`config.mk`:
```
export PLATFORM = sky130hd
export DESIGN_NAME = ucb_router
export DESIGN_NICKNAME = d
export VERILOG_FILES = /design/src/hdl/ucb_pkg.sv /design/src/hdl/ucb_cfg_port.sv /design/src/hdl/ucb_lamp.sv /design/src/hdl/ucb_router.sv
export SDC_FILE = /design/constraint.sdc
export NUM_CORES = 1
export LEC_CHECK = 0
export BUFFER_PORTS_ARGS = -buffer_cell sky130_fd_sc_hd__buf_2
export CAP_MARGIN = 5
export CORE_UTILIZATION = 52
export CTS_CLUSTER_SIZE = 28
export DETAILED_ROUTE_END_ITERATION = 8
export GPL_ROUTABILITY_DRIVEN = 0
export PLACE_DENSITY = 0.81
export SKIP_LAST_GASP = 1
export SYNTH_ARGS = -nofsm -noshare
export SYNTH_HDL_FRONTEND = slang
export SYNTH_SLANG_ARGS = --single-unit
```
`constraint.sdc`:
```
create_clock -name CLK_SYS -period 2.6 [get_ports CLK_SYS]
set_input_delay 0 -clock CLK_SYS [delete_from_list [all_inputs] [get_ports CLK_SYS]]
set_output_delay 0 -clock CLK_SYS [all_outputs]
set_load 0.01 [all_outputs]
```
`src/hdl/ucb_pkg.sv`:
```
// Purpose: shared constants and carrier types for the USB configuration bus router
// Assumes: one 10 MHz system clock
// Notes: request codes, record codes and error words live here
package ucb_pkg;

  // Clock and timing
  localparam int unsigned CLK_HZ = 10000000;
  localparam int unsigned STROBE_HIGH_NS = 100;
  localparam int unsigned STROBE_HIGH_CYC =
    ((STROBE_HIGH_NS * (CLK_HZ / 1000000)) + 999) / 1000;
  localparam int unsigned BUS_TIMEOUT_US = 100;
  localparam int unsigned BUS_TIMEOUT_CYC = BUS_TIMEOUT_US * (CLK_HZ / 1000000);
  localparam int unsigned LAMP_HOLD_MS = 50;
  localparam int unsigned LAMP_HOLD_CYC = LAMP_HOLD_MS * (CLK_HZ / 1000);

  // Widths
  localparam int unsigned NUM_FPGA = 4;
  localparam int unsigned SEL_W = 8;
  localparam int unsigned LEN_W = 16;

  // Control request codes
  localparam logic [7:0] REQ_SELECT_TARGET = 8'hB7;
  localparam logic [7:0] REQ_DESELECT_TARGET = 8'hBD;
  localparam logic [7:0] REQ_READ_LENGTH = 8'hBB;
  localparam logic [SEL_W-1:0] FIRST_TARGET = 8'h01;

  // Record codes on the write endpoint
  localparam logic [7:0] REC_LOAD_ADDR = 8'h00;
  localparam logic [7:0] REC_WRITE_DATA = 8'h01;
  localparam logic [2:0] REC_LEN = 3'h5;
  localparam logic [1:0] WORD_LAST = 2'h3;

  // Answers on bus faults
  localparam logic [31:0] ERR_TIMEOUT = 32'hDEADDEAD;
  localparam logic [31:0] ERR_DISABLED = 32'h12345678;

  // Reset values
  localparam logic [31:0] ADDR_RST = 32'h00000000;
  localparam logic [7:0] CFG_BYTE_RST = 8'h00;

  // Control request from the microcontroller
  typedef struct packed {
    logic valid;
    logic [7:0] code;
    logic [SEL_W-1:0] arg;
    logic [LEN_W-1:0] value;
  } ucb_req_s;

  // User-side bus request
  typedef struct packed {
    logic wr;
    logic rd;
    logic [31:0] addr;
    logic [31:0] data;
  } ucb_ubus_s;

  // Decode of a one-based target number to a one-hot select
  function automatic logic [NUM_FPGA-1:0] target_onehot(input logic [SEL_W-1:0] num);
    logic [NUM_FPGA-1:0] oh;
    oh = '0;
    for (int i = 0; i < NUM_FPGA; i++)
    begin
      if (num == SEL_W'(i + 1))
      begin
        oh[i] = 1'b1;
      end
    end
    return oh;
  endfunction : target_onehot

endpackage : ucb_pkg

```
`src/hdl/ucb_cfg_port.sv`:
```
// Purpose: drives one byte and one strobe pulse per byte on the parallel config port
// Assumes: caller offers a byte only when rdy is high
// Notes: byte is set up one cycle before the strobe rises and held through it
`timescale 1ns/1ps
module ucb_cfg_port
(
  input wire logic clk,
  input wire logic rst_n,
  input wire logic [7:0] byte_in,
  input wire logic byte_vld,
  output logic rdy,
  output logic [7:0] cfg_data,
  output logic cfg_strobe
);

  typedef enum logic [2:0] {
    CP_IDLE = 3'b001,
    CP_SETUP = 3'b010,
    CP_HIGH = 3'b100
  } ucb_cp_e;

  ucb_cp_e state_q;
  logic [7:0] cnt_q;

  ////////////////////////////////////////////////////////////////////////////////
  // Setup cycle first, so the target never samples a changing byte
  always_ff @(posedge clk)
  begin
    if (!rst_n)
    begin
      state_q <= CP_IDLE;
      cfg_data <= ucb_pkg::CFG_BYTE_RST;
      cfg_strobe <= 1'b0;
      cnt_q <= 8'h00;
    end
    else
    begin
      case (state_q)
        CP_IDLE:
        begin
          if (byte_vld)
          begin
            cfg_data <= byte_in;
            state_q <= CP_SETUP;
          end
        end
        CP_SETUP:
        begin
          cfg_strobe <= 1'b1;
          cnt_q <= 8'(ucb_pkg::STROBE_HIGH_CYC);
          state_q <= CP_HIGH;
        end
        CP_HIGH:
        begin
          if (cnt_q <= 8'h01)
          begin
            cfg_strobe <= 1'b0;
            state_q <= CP_IDLE;
          end
          else
          begin
            cnt_q <= cnt_q - 8'h01;
          end
        end
        default:
        begin
          state_q <= CP_IDLE;
        end
      endcase
    end
  end

  // Ready only when idle: one strobe for each accepted byte
  assign rdy = (state_q == CP_IDLE);

endmodule : ucb_cfg_port

```
`src/hdl/ucb_lamp.sv`:
```
// Purpose: stretches activity pulses into a visible lamp flicker
// Assumes: pulses are one cycle wide
// Notes: retrigger restarts the hold, so steady traffic keeps the lamp lit
`timescale 1ns/1ps
module ucb_lamp
(
  input wire logic clk,
  input wire logic rst_n,
  input wire logic act,
  output logic lamp
);

  logic [19:0] hold_q;

  ////////////////////////////////////////////////////////////////////////////////
  // Hold counter and lamp register
  always_ff @(posedge clk)
  begin
    if (!rst_n)
    begin
      hold_q <= 20'h00000;
      lamp <= 1'b0;
    end
    else if (act)
    begin
      hold_q <= 20'(ucb_pkg::LAMP_HOLD_CYC);
      lamp <= 1'b1;
    end
    else if (hold_q != 20'h00000)
    begin
      hold_q <= hold_q - 20'h00001;
    end
    else
    begin
      lamp <= 1'b0;
    end
  end

endmodule : ucb_lamp

```
`src/hdl/ucb_router.sv`:
```
// Purpose: routes USB requests and bulk bytes to FPGA configuration or the user-side bus
// Assumes: bytes and requests come from the microcontroller's external memory bus pins
// Notes: control requests are taken one at a time; bulk traffic bypasses the core
`timescale 1ns/1ps
module ucb_router
(
  input wire logic CLK_SYS,
  input wire logic RST_N,
  input wire ucb_pkg::ucb_req_s REQ,
  output logic REQ_BUSY,
  output logic REQ_DONE,
  output logic [7:0] REQ_RESULT,
  input wire logic [7:0] WR_BYTE,
  input wire logic WR_VALID,
  output logic WR_READY,
  input wire logic RD_REQ,
  output logic [7:0] RD_BYTE,
  output logic RD_VALID,
  output logic [7:0] CFG_DATA,
  output logic CFG_STROBE,
  output logic [ucb_pkg::NUM_FPGA-1:0] CFG_SELECT_N,
  output logic [ucb_pkg::NUM_FPGA-1:0] CFG_CLEAR_N,
  input wire logic [7:0] CFG_RD_DATA,
  input wire logic [ucb_pkg::NUM_FPGA-1:0] CFG_DONE,
  output logic [ucb_pkg::NUM_FPGA-1:0] DONE_LAMP,
  output ucb_pkg::ucb_ubus_s UBUS,
  input wire logic UBUS_VALID,
  input wire logic [31:0] UBUS_RDATA,
  input wire logic UBUS_DISABLE,
  input wire logic FW_UPDATE_SW,
  output logic FW_UPDATE_MODE,
  output logic ACT_LAMP
);

  typedef enum logic [3:0] {
    UB_IDLE = 4'b0001,
    UB_WAIT = 4'b0010,
    UB_SEND = 4'b0100,
    UB_LAST = 4'b1000
  } ucb_ub_e;

  logic cfg_mode_q;
  logic [ucb_pkg::NUM_FPGA-1:0] sel_q;
  logic [ucb_pkg::LEN_W-1:0] rd_len_q;
  logic [ucb_pkg::LEN_W-1:0] rd_left_q;
  logic [31:0] addr_q;
  logic [31:0] word_q;
  logic [7:0] code_q;
  logic [2:0] rec_idx_q;
  logic [1:0] byte_idx_q;
  logic [15:0] tmo_q;
  logic [31:0] rword_q;
  ucb_ub_e ub_q;
  logic cp_rdy;
  logic cp_vld;
  logic wr_take;
  logic fw_seen_q;
  logic act_q;

  ////////////////////////////////////////////////////////////////////////////////
  // Control requests, one at a time: busy for the cycle after acceptance
  always_ff @(posedge CLK_SYS)
  begin
    if (!RST_N)
    begin
      cfg_mode_q <= 1'b0;
      sel_q <= '0;
      CFG_CLEAR_N <= '1;
      rd_len_q <= '0;
      REQ_BUSY <= 1'b0;
      REQ_DONE <= 1'b0;
      REQ_RESULT <= 8'h00;
    end
    else
    begin
      REQ_DONE <= 1'b0;
      CFG_CLEAR_N <= '1;
      if (REQ_BUSY)
      begin
        REQ_BUSY <= 1'b0;
        REQ_DONE <= 1'b1;
      end
      else if (REQ.valid)
      begin
        REQ_BUSY <= 1'b1;
        REQ_RESULT <= 8'h00;
        case (REQ.code)
          ucb_pkg::REQ_SELECT_TARGET:
          begin
            sel_q <= ucb_pkg::target_onehot(REQ.arg);
            CFG_CLEAR_N <= ~ucb_pkg::target_onehot(REQ.arg);
            cfg_mode_q <= 1'b1;
          end
          ucb_pkg::REQ_DESELECT_TARGET:
          begin
            REQ_RESULT <= {7'h00, |(CFG_DONE & sel_q)};
            sel_q <= '0;
            cfg_mode_q <= 1'b0;
          end
          ucb_pkg::REQ_READ_LENGTH:
            rd_len_q <= REQ.value;
          default:
            REQ_RESULT <= 8'h00;
        endcase
      end
    end
  end

  // Selects are registered; only the chosen FPGA sees the config port
  always_ff @(posedge CLK_SYS)
  begin
    if (!RST_N)
    begin
      CFG_SELECT_N <= '1;
      DONE_LAMP <= '0;
    end
    else
    begin
      CFG_SELECT_N <= ~sel_q;
      DONE_LAMP <= CFG_DONE;
    end
  end

  ////////////////////////////////////////////////////////////////////////////////
  // Write path steering: config port in config mode, records otherwise
  assign wr_take = WR_VALID && WR_READY;
  assign cp_vld = WR_VALID && cfg_mode_q && cp_rdy && !WR_READY;
  // Ready pulses for one cycle as the byte is consumed; a read start holds a record
  // byte back, since the engine closes a record only while it is idle
  always_ff @(posedge CLK_SYS)
  begin
    if (!RST_N)
      WR_READY <= 1'b0;
    else if (cfg_mode_q)
      WR_READY <= cp_vld;
    else
      WR_READY <= WR_VALID && !WR_READY && ub_q == UB_IDLE && !RD_REQ;
  end

  ucb_cfg_port u_cfg_port
  (
    .clk(CLK_SYS),
    .rst_n(RST_N),
    .byte_in(WR_BYTE),
    .byte_vld(cp_vld),
    .rdy(cp_rdy),
    .cfg_data(CFG_DATA),
    .cfg_strobe(CFG_STROBE)
  );

  // Record assembly: code byte, then four data bytes least significant first
  always_ff @(posedge CLK_SYS)
  begin
    if (!RST_N)
    begin
      rec_idx_q <= 3'h0;
      code_q <= 8'h00;
      word_q <= 32'h00000000;
    end
    else if (cfg_mode_q)
      rec_idx_q <= 3'h0; // Partial records are dropped on mode change
    else if (wr_take)
    begin
      if (rec_idx_q == 3'h0)
        code_q <= WR_BYTE;
      else
        word_q <= {WR_BYTE, word_q[31:8]};
      rec_idx_q <= (rec_idx_q == ucb_pkg::REC_LEN - 3'h1) ? 3'h0 : rec_idx_q + 3'h1;
    end
  end

  ////////////////////////////////////////////////////////////////////////////////
  // User-side bus engine: writes, reads with timeout and disable answers
  always_ff @(posedge CLK_SYS)
  begin
    if (!RST_N)
    begin
      ub_q <= UB_IDLE;
      UBUS <= '0;
      addr_q <= ucb_pkg::ADDR_RST;
      tmo_q <= 16'h0000;
      rword_q <= 32'h00000000;
      rd_left_q <= '0;
      byte_idx_q <= 2'h0;
      RD_VALID <= 1'b0;
      RD_BYTE <= 8'h00;
    end
    else
    begin
      UBUS.wr <= 1'b0;
      UBUS.rd <= 1'b0;
      RD_VALID <= 1'b0;
      case (ub_q)
        UB_IDLE:
        begin
          if (wr_take && rec_idx_q == ucb_pkg::REC_LEN - 3'h1)
          begin
            if (code_q == ucb_pkg::REC_LOAD_ADDR)
              addr_q <= {WR_BYTE, word_q[31:8]};
            else if (code_q == ucb_pkg::REC_WRITE_DATA)
            begin
              if (!UBUS_DISABLE)
              begin
                UBUS.wr <= 1'b1;
                UBUS.addr <= addr_q;
                UBUS.data <= {WR_BYTE, word_q[31:8]};
              end
              addr_q <= addr_q + 32'h00000001;
            end
          end
          else if (RD_REQ && cfg_mode_q)
          begin
            RD_BYTE <= CFG_RD_DATA;
            RD_VALID <= 1'b1;
          end
          else if (RD_REQ && !cfg_mode_q)
          begin
            rd_left_q <= rd_len_q;
            tmo_q <= 16'(ucb_pkg::BUS_TIMEOUT_CYC);
            if (UBUS_DISABLE)
            begin
              rword_q <= ucb_pkg::ERR_DISABLED;
              ub_q <= UB_SEND;
            end
            else
            begin
              UBUS.rd <= 1'b1;
              UBUS.addr <= addr_q;
              ub_q <= UB_WAIT;
            end
            byte_idx_q <= 2'h0;
          end
        end
        UB_WAIT:
        begin
          if (UBUS_VALID)
          begin
            rword_q <= UBUS_RDATA;
            ub_q <= UB_SEND;
          end
          else if (tmo_q == 16'h0000)
          begin
            rword_q <= ucb_pkg::ERR_TIMEOUT;
            ub_q <= UB_SEND;
          end
          else
            tmo_q <= tmo_q - 16'h0001;
        end
        UB_SEND:
        begin
          RD_BYTE <= rword_q[7:0];
          RD_VALID <= 1'b1;
          rword_q <= {8'h00, rword_q[31:8]};
          rd_left_q <= rd_left_q - 16'h0001;
          byte_idx_q <= byte_idx_q + 2'h1;
          if (byte_idx_q == ucb_pkg::WORD_LAST)
            ub_q <= UB_LAST;
        end
        UB_LAST:
        begin
          addr_q <= addr_q + 32'h00000001;
          if (rd_left_q == '0)
            ub_q <= UB_IDLE;
          else if (UBUS_DISABLE)
          begin
            rword_q <= ucb_pkg::ERR_DISABLED;
            ub_q <= UB_SEND;
          end
          else
          begin
            UBUS.rd <= 1'b1;
            UBUS.addr <= addr_q + 32'h00000001;
            tmo_q <= 16'(ucb_pkg::BUS_TIMEOUT_CYC);
            ub_q <= UB_WAIT;
          end
        end
        default:
          ub_q <= UB_IDLE;
      endcase
    end
  end

  ////////////////////////////////////////////////////////////////////////////////
  // Firmware-update switch is caught once, on the first cycle after reset release
  always_ff @(posedge CLK_SYS)
  begin
    if (!RST_N)
    begin
      fw_seen_q <= 1'b0;
      FW_UPDATE_MODE <= 1'b0;
    end
    else if (!fw_seen_q)
    begin
      fw_seen_q <= 1'b1;
      FW_UPDATE_MODE <= FW_UPDATE_SW;
    end
  end

  // Any request or byte counts as USB traffic
  always_ff @(posedge CLK_SYS)
  begin
    if (!RST_N)
      act_q <= 1'b0;
    else
      act_q <= REQ.valid || wr_take || RD_REQ;
  end
  ucb_lamp u_lamp
  (
    .clk(CLK_SYS),
    .rst_n(RST_N),
    .act(act_q),
    .lamp(ACT_LAMP)
  );
endmodule : ucb_router

```
# Word-level counts from Yosys, hierarchy flattened
# Cells that the tools add are included.
# op_classes
reduce_logical,50
n_eq_ne,38
add_sub_neg,7
order_cmp,1
mux,94
bitwise,14
# ops
cell,count
$mux 32,11
$mux 64,3
$mux 33,5
$mux 16,10
$pmux 32 s4,1
$pmux 33 s2,1
$pmux 32 s2,1
$pmux 16 s3,1
$mux 19,2
$add 32x1->32 const B,1
$logic_not 16->1,2
$mux 1,32
$pmux 16 s2,1
$pmux 8 s2,2
$sub 16x1->16 const B,2
$mux 4,7
$eq 8x8->1 const B,3
$mux 8,3
$ne 2x2->1 const B,10
$reduce_bool 20->1,1
$sub 20x1->20 const B,1
$reduce_and 3->1,6
$eq 8x1->1 const B,2
$eq 8x2->1 const B,2
43 further kinds,94
# word_totals
regBits,308
in_bits,92
wordCells,239

# Logic depth before layout (Yosys ltp)
# logic_depth
word_depth,7
mapped_depth,11
depth_no_buf,8

# By module
# A second synthesis with hierarchy kept.
# unflattened
hier_cells,1682
hier_area_um2,13514.2
# by_module_without_submodules
module,area_each_um2,cells_per_inst,instances
ucb_router,11424.7,1429,1
ucb_lamp,1157.4,138,1
ucb_cfg_port,932.1,115,1

# Worst setup path after synthesis
# Ideal clock, no wire load.
# synth_path
kind,register to register
start,reg addr_q[5]
end,reg UBUS[62] (netlist name)
path_stages_with_launch,9
arrival_ps,2270
slack_ps,203
path_buffers,2
t_required_ps,2472
synth_period_minus_slack_ps,2397
cell_sequence,dfxtp_1 clkbuf_1 nand4_1 or4_1 clkbuf_1 or4_1 xnor2_1 a222oi_1 nor2_1
# synth_between
elab_chain_cells,4
# synth_lines
item,line_no,text
"start, declared",ucb_router.sv:46,logic [31:0] addr_q;
"start signal, assigned",ucb_router.sv:180,addr_q <= ucb_pkg::ADDR_RST;
"start signal, assigned",ucb_router.sv:199,"addr_q <= {WR_BYTE, word_q[31:8]};"
"start signal, assigned",ucb_router.sv:208,addr_q <= addr_q + 32'h00000001;
$add 32x1->32,ucb_router.sv:272,UBUS.addr <= addr_q + 32'h00000001;
$mux 33,ucb_router.sv:264,else if (UBUS_DISABLE)
$mux 33,ucb_router.sv:262,if (rd_left_q == '0)
$pmux 33 s2,ucb_router.sv:193,case (ub_q)
"end, declared",ucb_router.sv:26,"output ucb_pkg::ucb_ubus_s UBUS,"
# No other way between the ends. The select of a mux whose other input is x is not followed.
# A chain may end at the register's enable or synchronous reset.

# Final worst setup path
# layout_path
start,reg addr_q[7]
end,reg UBUS[62] (netlist name)
# The elaborated chain is that of the path after synthesis.

==> metrics.cfg <==
[floorplanning]
num_io_pins=201
start_util=0.535
coreArea_mm2=0.0245
die_y_um=161
die_w_um=161
overall_die_area_mm2=0.0259
number_of_placement_rows=57

[placement]
portBuffers=193
numPlacedInstances=2088
detailed_place_hpwl_um=24300
post_dp_cell_area_mm2=0.0146

[setup_path]
worstPathMaxFanout=8
worstPathArrival_ns=2.91
timing.rr.start=addr_q[7]
r2r.worst_path.cells=6
critical_path.startpoint_type=flip-flop
timing.critical_path.from=addr_q[7]
setup.worst_path.end_class=flip-flop
r2r_setup_slack_ns=0.09
critical_path_rt_ns=3.00
timing_worst_setup_path_type=reg2reg
worst_r2r_endpoint=UBUS[62]

[yosys]
synth_edf_count=0
synth-xor-area-share=0.0327
synth.mux.area_fraction=0.0268
yosysWarningCount=0
synth.cell_area_mm2=0.0131
asyncSetResetFlopFracSynth=0
main_combinational_cell_family_by_area_after_synthesis=simple AND/OR/NAND/NOR gates
post_synth_top_flop=sky130_fd_sc_hd__dfxtp_1
syn_inst=1619
synth.distinct_cells=74
synthAdderAreaFrac=0.0105
synth.ff_latch_count=293
synth-compound-area-share=0.188
synth_simple_gate_area_frac=0.248
avgSynthCellArea_um2=8.10
seq_total_area_yosys=0.447

[global_route]
pin_count_of_the_biggest_net_entering_global_routing=147
antenna_found_initial=0
via_count_of_the_first_global_routing_pass=12305
grt_overflow_total=0
grt_usage=0.290
grt_pass1_wl_um=61900

[sta]
timing_max_transition_violations_final=0
final-hold-violation-count=0
timing.clock.skew_ns=0.00957
slew_at_the_pin_closest_to_its_max_slew_limit_ns=0.870
layout_min_cycle_time_ns=2.51
final_sum_of_negative_setup_slack_ns=0
report.final.setup_viol=0
rsz0062_at_grt=true
relSlewSlack=0.412
min_period_over_period=0.965
max_freq_ghz=0.399

[layout]
antenna-diode-count=0
post_route_cells_drive_above_1_share=0.187
finish.cell_count_without_fillers=2232
finalInstanceArea_mm2=0.0166
layout.nets=1990
final_common_cell=sky130_fd_sc_hd__dfxtp_1
area.growth.synth_to_final_pct=26.6
most-common-layout-cells=sky130_fd_sc_hd__dfxtp_1 (292), sky130_fd_sc_hd__nand2_1 (273), sky130_fd_sc_hd__nor2_1 (204)

[clock_network]
clk_path_buf_depth=3
cts_max_level=1
cts_made_buffers=29
numClockSinks=293
tritoncts=yes
clkLatencyLatePin_ns=0.54
clkTransAtPathRegs_ns=0.06
clock_tree.root_cell=sky130_fd_sc_hd__clkbuf_16

[routing]
wire_per_inst_um=17.2
drt-total-wl_um=38300
drtIter0Drc=1583
routed-via-count=13157
vias_per_cell=5.89
ant_nets=0
detail_route.first_pass.iterations=7
drcViolationCount=0

[run]
maxCapViolations=0

[power]
netSwitchingFraction=0.263
vdd_ir_drop_max_v=0.000478
internal_power_mw=7.79
power-per-cell-area_mw_per_mm2=637
power.clock.fraction=0.402
power.share.combinational=0.143
power_switching_mw=2.78
sequentialPowerShare=0.455
total_leakage_power_nw=6.52
power.total_mw=10.6

[status]
run_status=finished, final reports clean

[hold_path]
min_path_cells=6
type_of_the_tightest_min_delay_check=in2reg
worstHoldStart=REQ[30]
worstHoldEndpoint=cfg_mode_q

power by group through the flow:
stage | Clock [mW] | Sequential [mW] | Combinational [mW]
global placement | 0 | 4.89 | 1.30
floorplan | 0 | 4.87 | 0.967
finish | 4.25 | 4.81 | 1.52
detailed placement | 0 | 4.90 | 1.33
global route | 4.48 | 4.83 | 1.66
CTS | 4.29 | 4.80 | 1.47
state kept, by name, indices dropped and copies added, names as in the netlist, 4 cells and up:
signal / count
word_q: 24
rd_left_q: 16
UBUS: 66
addr_q: 32
DONE_LAMP: 4
code_q: 8
CFG_CLEAR_N: 4
u_lamp.hold_q: 20
u_cfg_port.cfg_data: 8
rd_len_q: 16
rword_q: 32
u_cfg_port.cnt_q: 8
tmo_q: 16
sel_q: 4
CFG_SELECT_N: 4
ub_q: 4
RD_BYTE: 8
metrics by stage:
stage	util	hold slack, ns	setup WS [ns]
global placement	0.597	0.232	0.0205
global route	0.677	0.0374	-0.0365
detailed placement	0.597	0.236	-0.0149
floorplan	-	0.0277	0.203
CTS	0.674	0.0114	0.0399
finish	0.677	0.0375	0.0919
how the worst max path moves through the flow:
stage,endpoint,slack [ns],cells past startpoint
2_1_floorplan,UBUS[62],0.20,8
3_3_place_gp,UBUS[47],0.02,10
3_5_place_dp,UBUS[47],-0.01,10
4_1_cts,rword_q[10],0.04,10
5_1_grt,addr_q[1],-0.04,5
6_report,UBUS[62],0.09,6
logic make-up (layout without fill, tap and decap cells):
| kind of cell | after synthesis | after routing |
|---|---|---|
| compound gates | 376 | 376 |
| xor+xnor | 49 | 49 |
| fa+ha+maj | 11 | 11 |
| buf+inv | 144 | 427 |
| flops | 293 | 293 |
| mux | 35 | 35 |
| other cells | 1 | 7 |
| simple gates | 710 | 710 |
routing by layer:
| metal | share of wire | GRT usage | wire length, um |
|---|---|---|---|
| met5 | 0 | 0 | 0 |
| met4 | 0.024 | 0.0892 | 936 |
| met2 | 0.46 | 0.477 | 17700 |
| met3 | 0.080 | 0.0475 | 3060 |
| met1 | 0.43 | 0.389 | 16600 |
synthesized netlist by cell type, drive strengths merged (5+ instances only):
cell | number | area, um2
a211oi | 13 | 97.6
or3 | 16 | 100
o211ai | 5 | 37.5
o31ai | 12 | 95.1
nor3b | 7 | 52.6
nand2 | 273 | 1020
a311oi | 17 | 149
nand3b | 5 | 37.5
a21oi | 138 | 694
nor4 | 27 | 184
and3 | 9 | 56.3
xor2 | 17 | 149
or4 | 12 | 90.1
o221a | 10 | 113
a31oi | 6 | 37.5
clkbuf | 93 | 349
and2 | 13 | 81.3
ha | 11 | 138
nor4b | 6 | 52.6
nand2b | 12 | 75.1
or4b | 5 | 50.1
nand4 | 18 | 119
nor2 | 205 | 769
o22ai | 7 | 43.8
nand3 | 36 | 180
mux2i | 34 | 340
buf | 31 | 189
xnor2 | 32 | 280
a222oi | 14 | 140
inv | 20 | 75.1
a22o | 11 | 96.3
o21ai | 71 | 355
a21o | 12 | 90.1
nor2b | 7 | 43.8
dfxtp | 293 | 5870
a221oi | 7 | 61.3
or2 | 6 | 37.5
a22oi | 15 | 113
nor3 | 46 | 235
final cells by class:
cell class / instances / area [um2]
Clock buffer: 38 / 810
Clock inverter: 14 / 159
Fill cell: 1910 / 7930
Inverter: 20 / 82.6
Multi-Input combinational cell: 1188 / 6750
Sequential cell: 293 / 5870
Tap cell: 324 / 405
Timing Repair Buffer: 355 / 2530
critical path, stage by stage (launching register included):
cell	delay [ns]
sky130_fd_sc_hd__dfxtp_1	0.48
sky130_fd_sc_hd__nand4_2	0.18
sky130_fd_sc_hd__or4_1	0.63
sky130_fd_sc_hd__or4_1	0.52
sky130_fd_sc_hd__xnor2_1	0.18
sky130_fd_sc_hd__a222oi_1	0.31
sky130_fd_sc_hd__nor2_1	0.07
repair_timing:
item                                    4_1_cts  5_1_grt
hold buffers                                 87        0
endpoints found under the setup margin       31       66
pin swaps                                     1        4
resized for setup                             5       11
hold endpoints to repair                    118        0
buffers inserted                              2        3
cloned                                        1        0
Note: power is estimated with default switching activity, not from simulation.
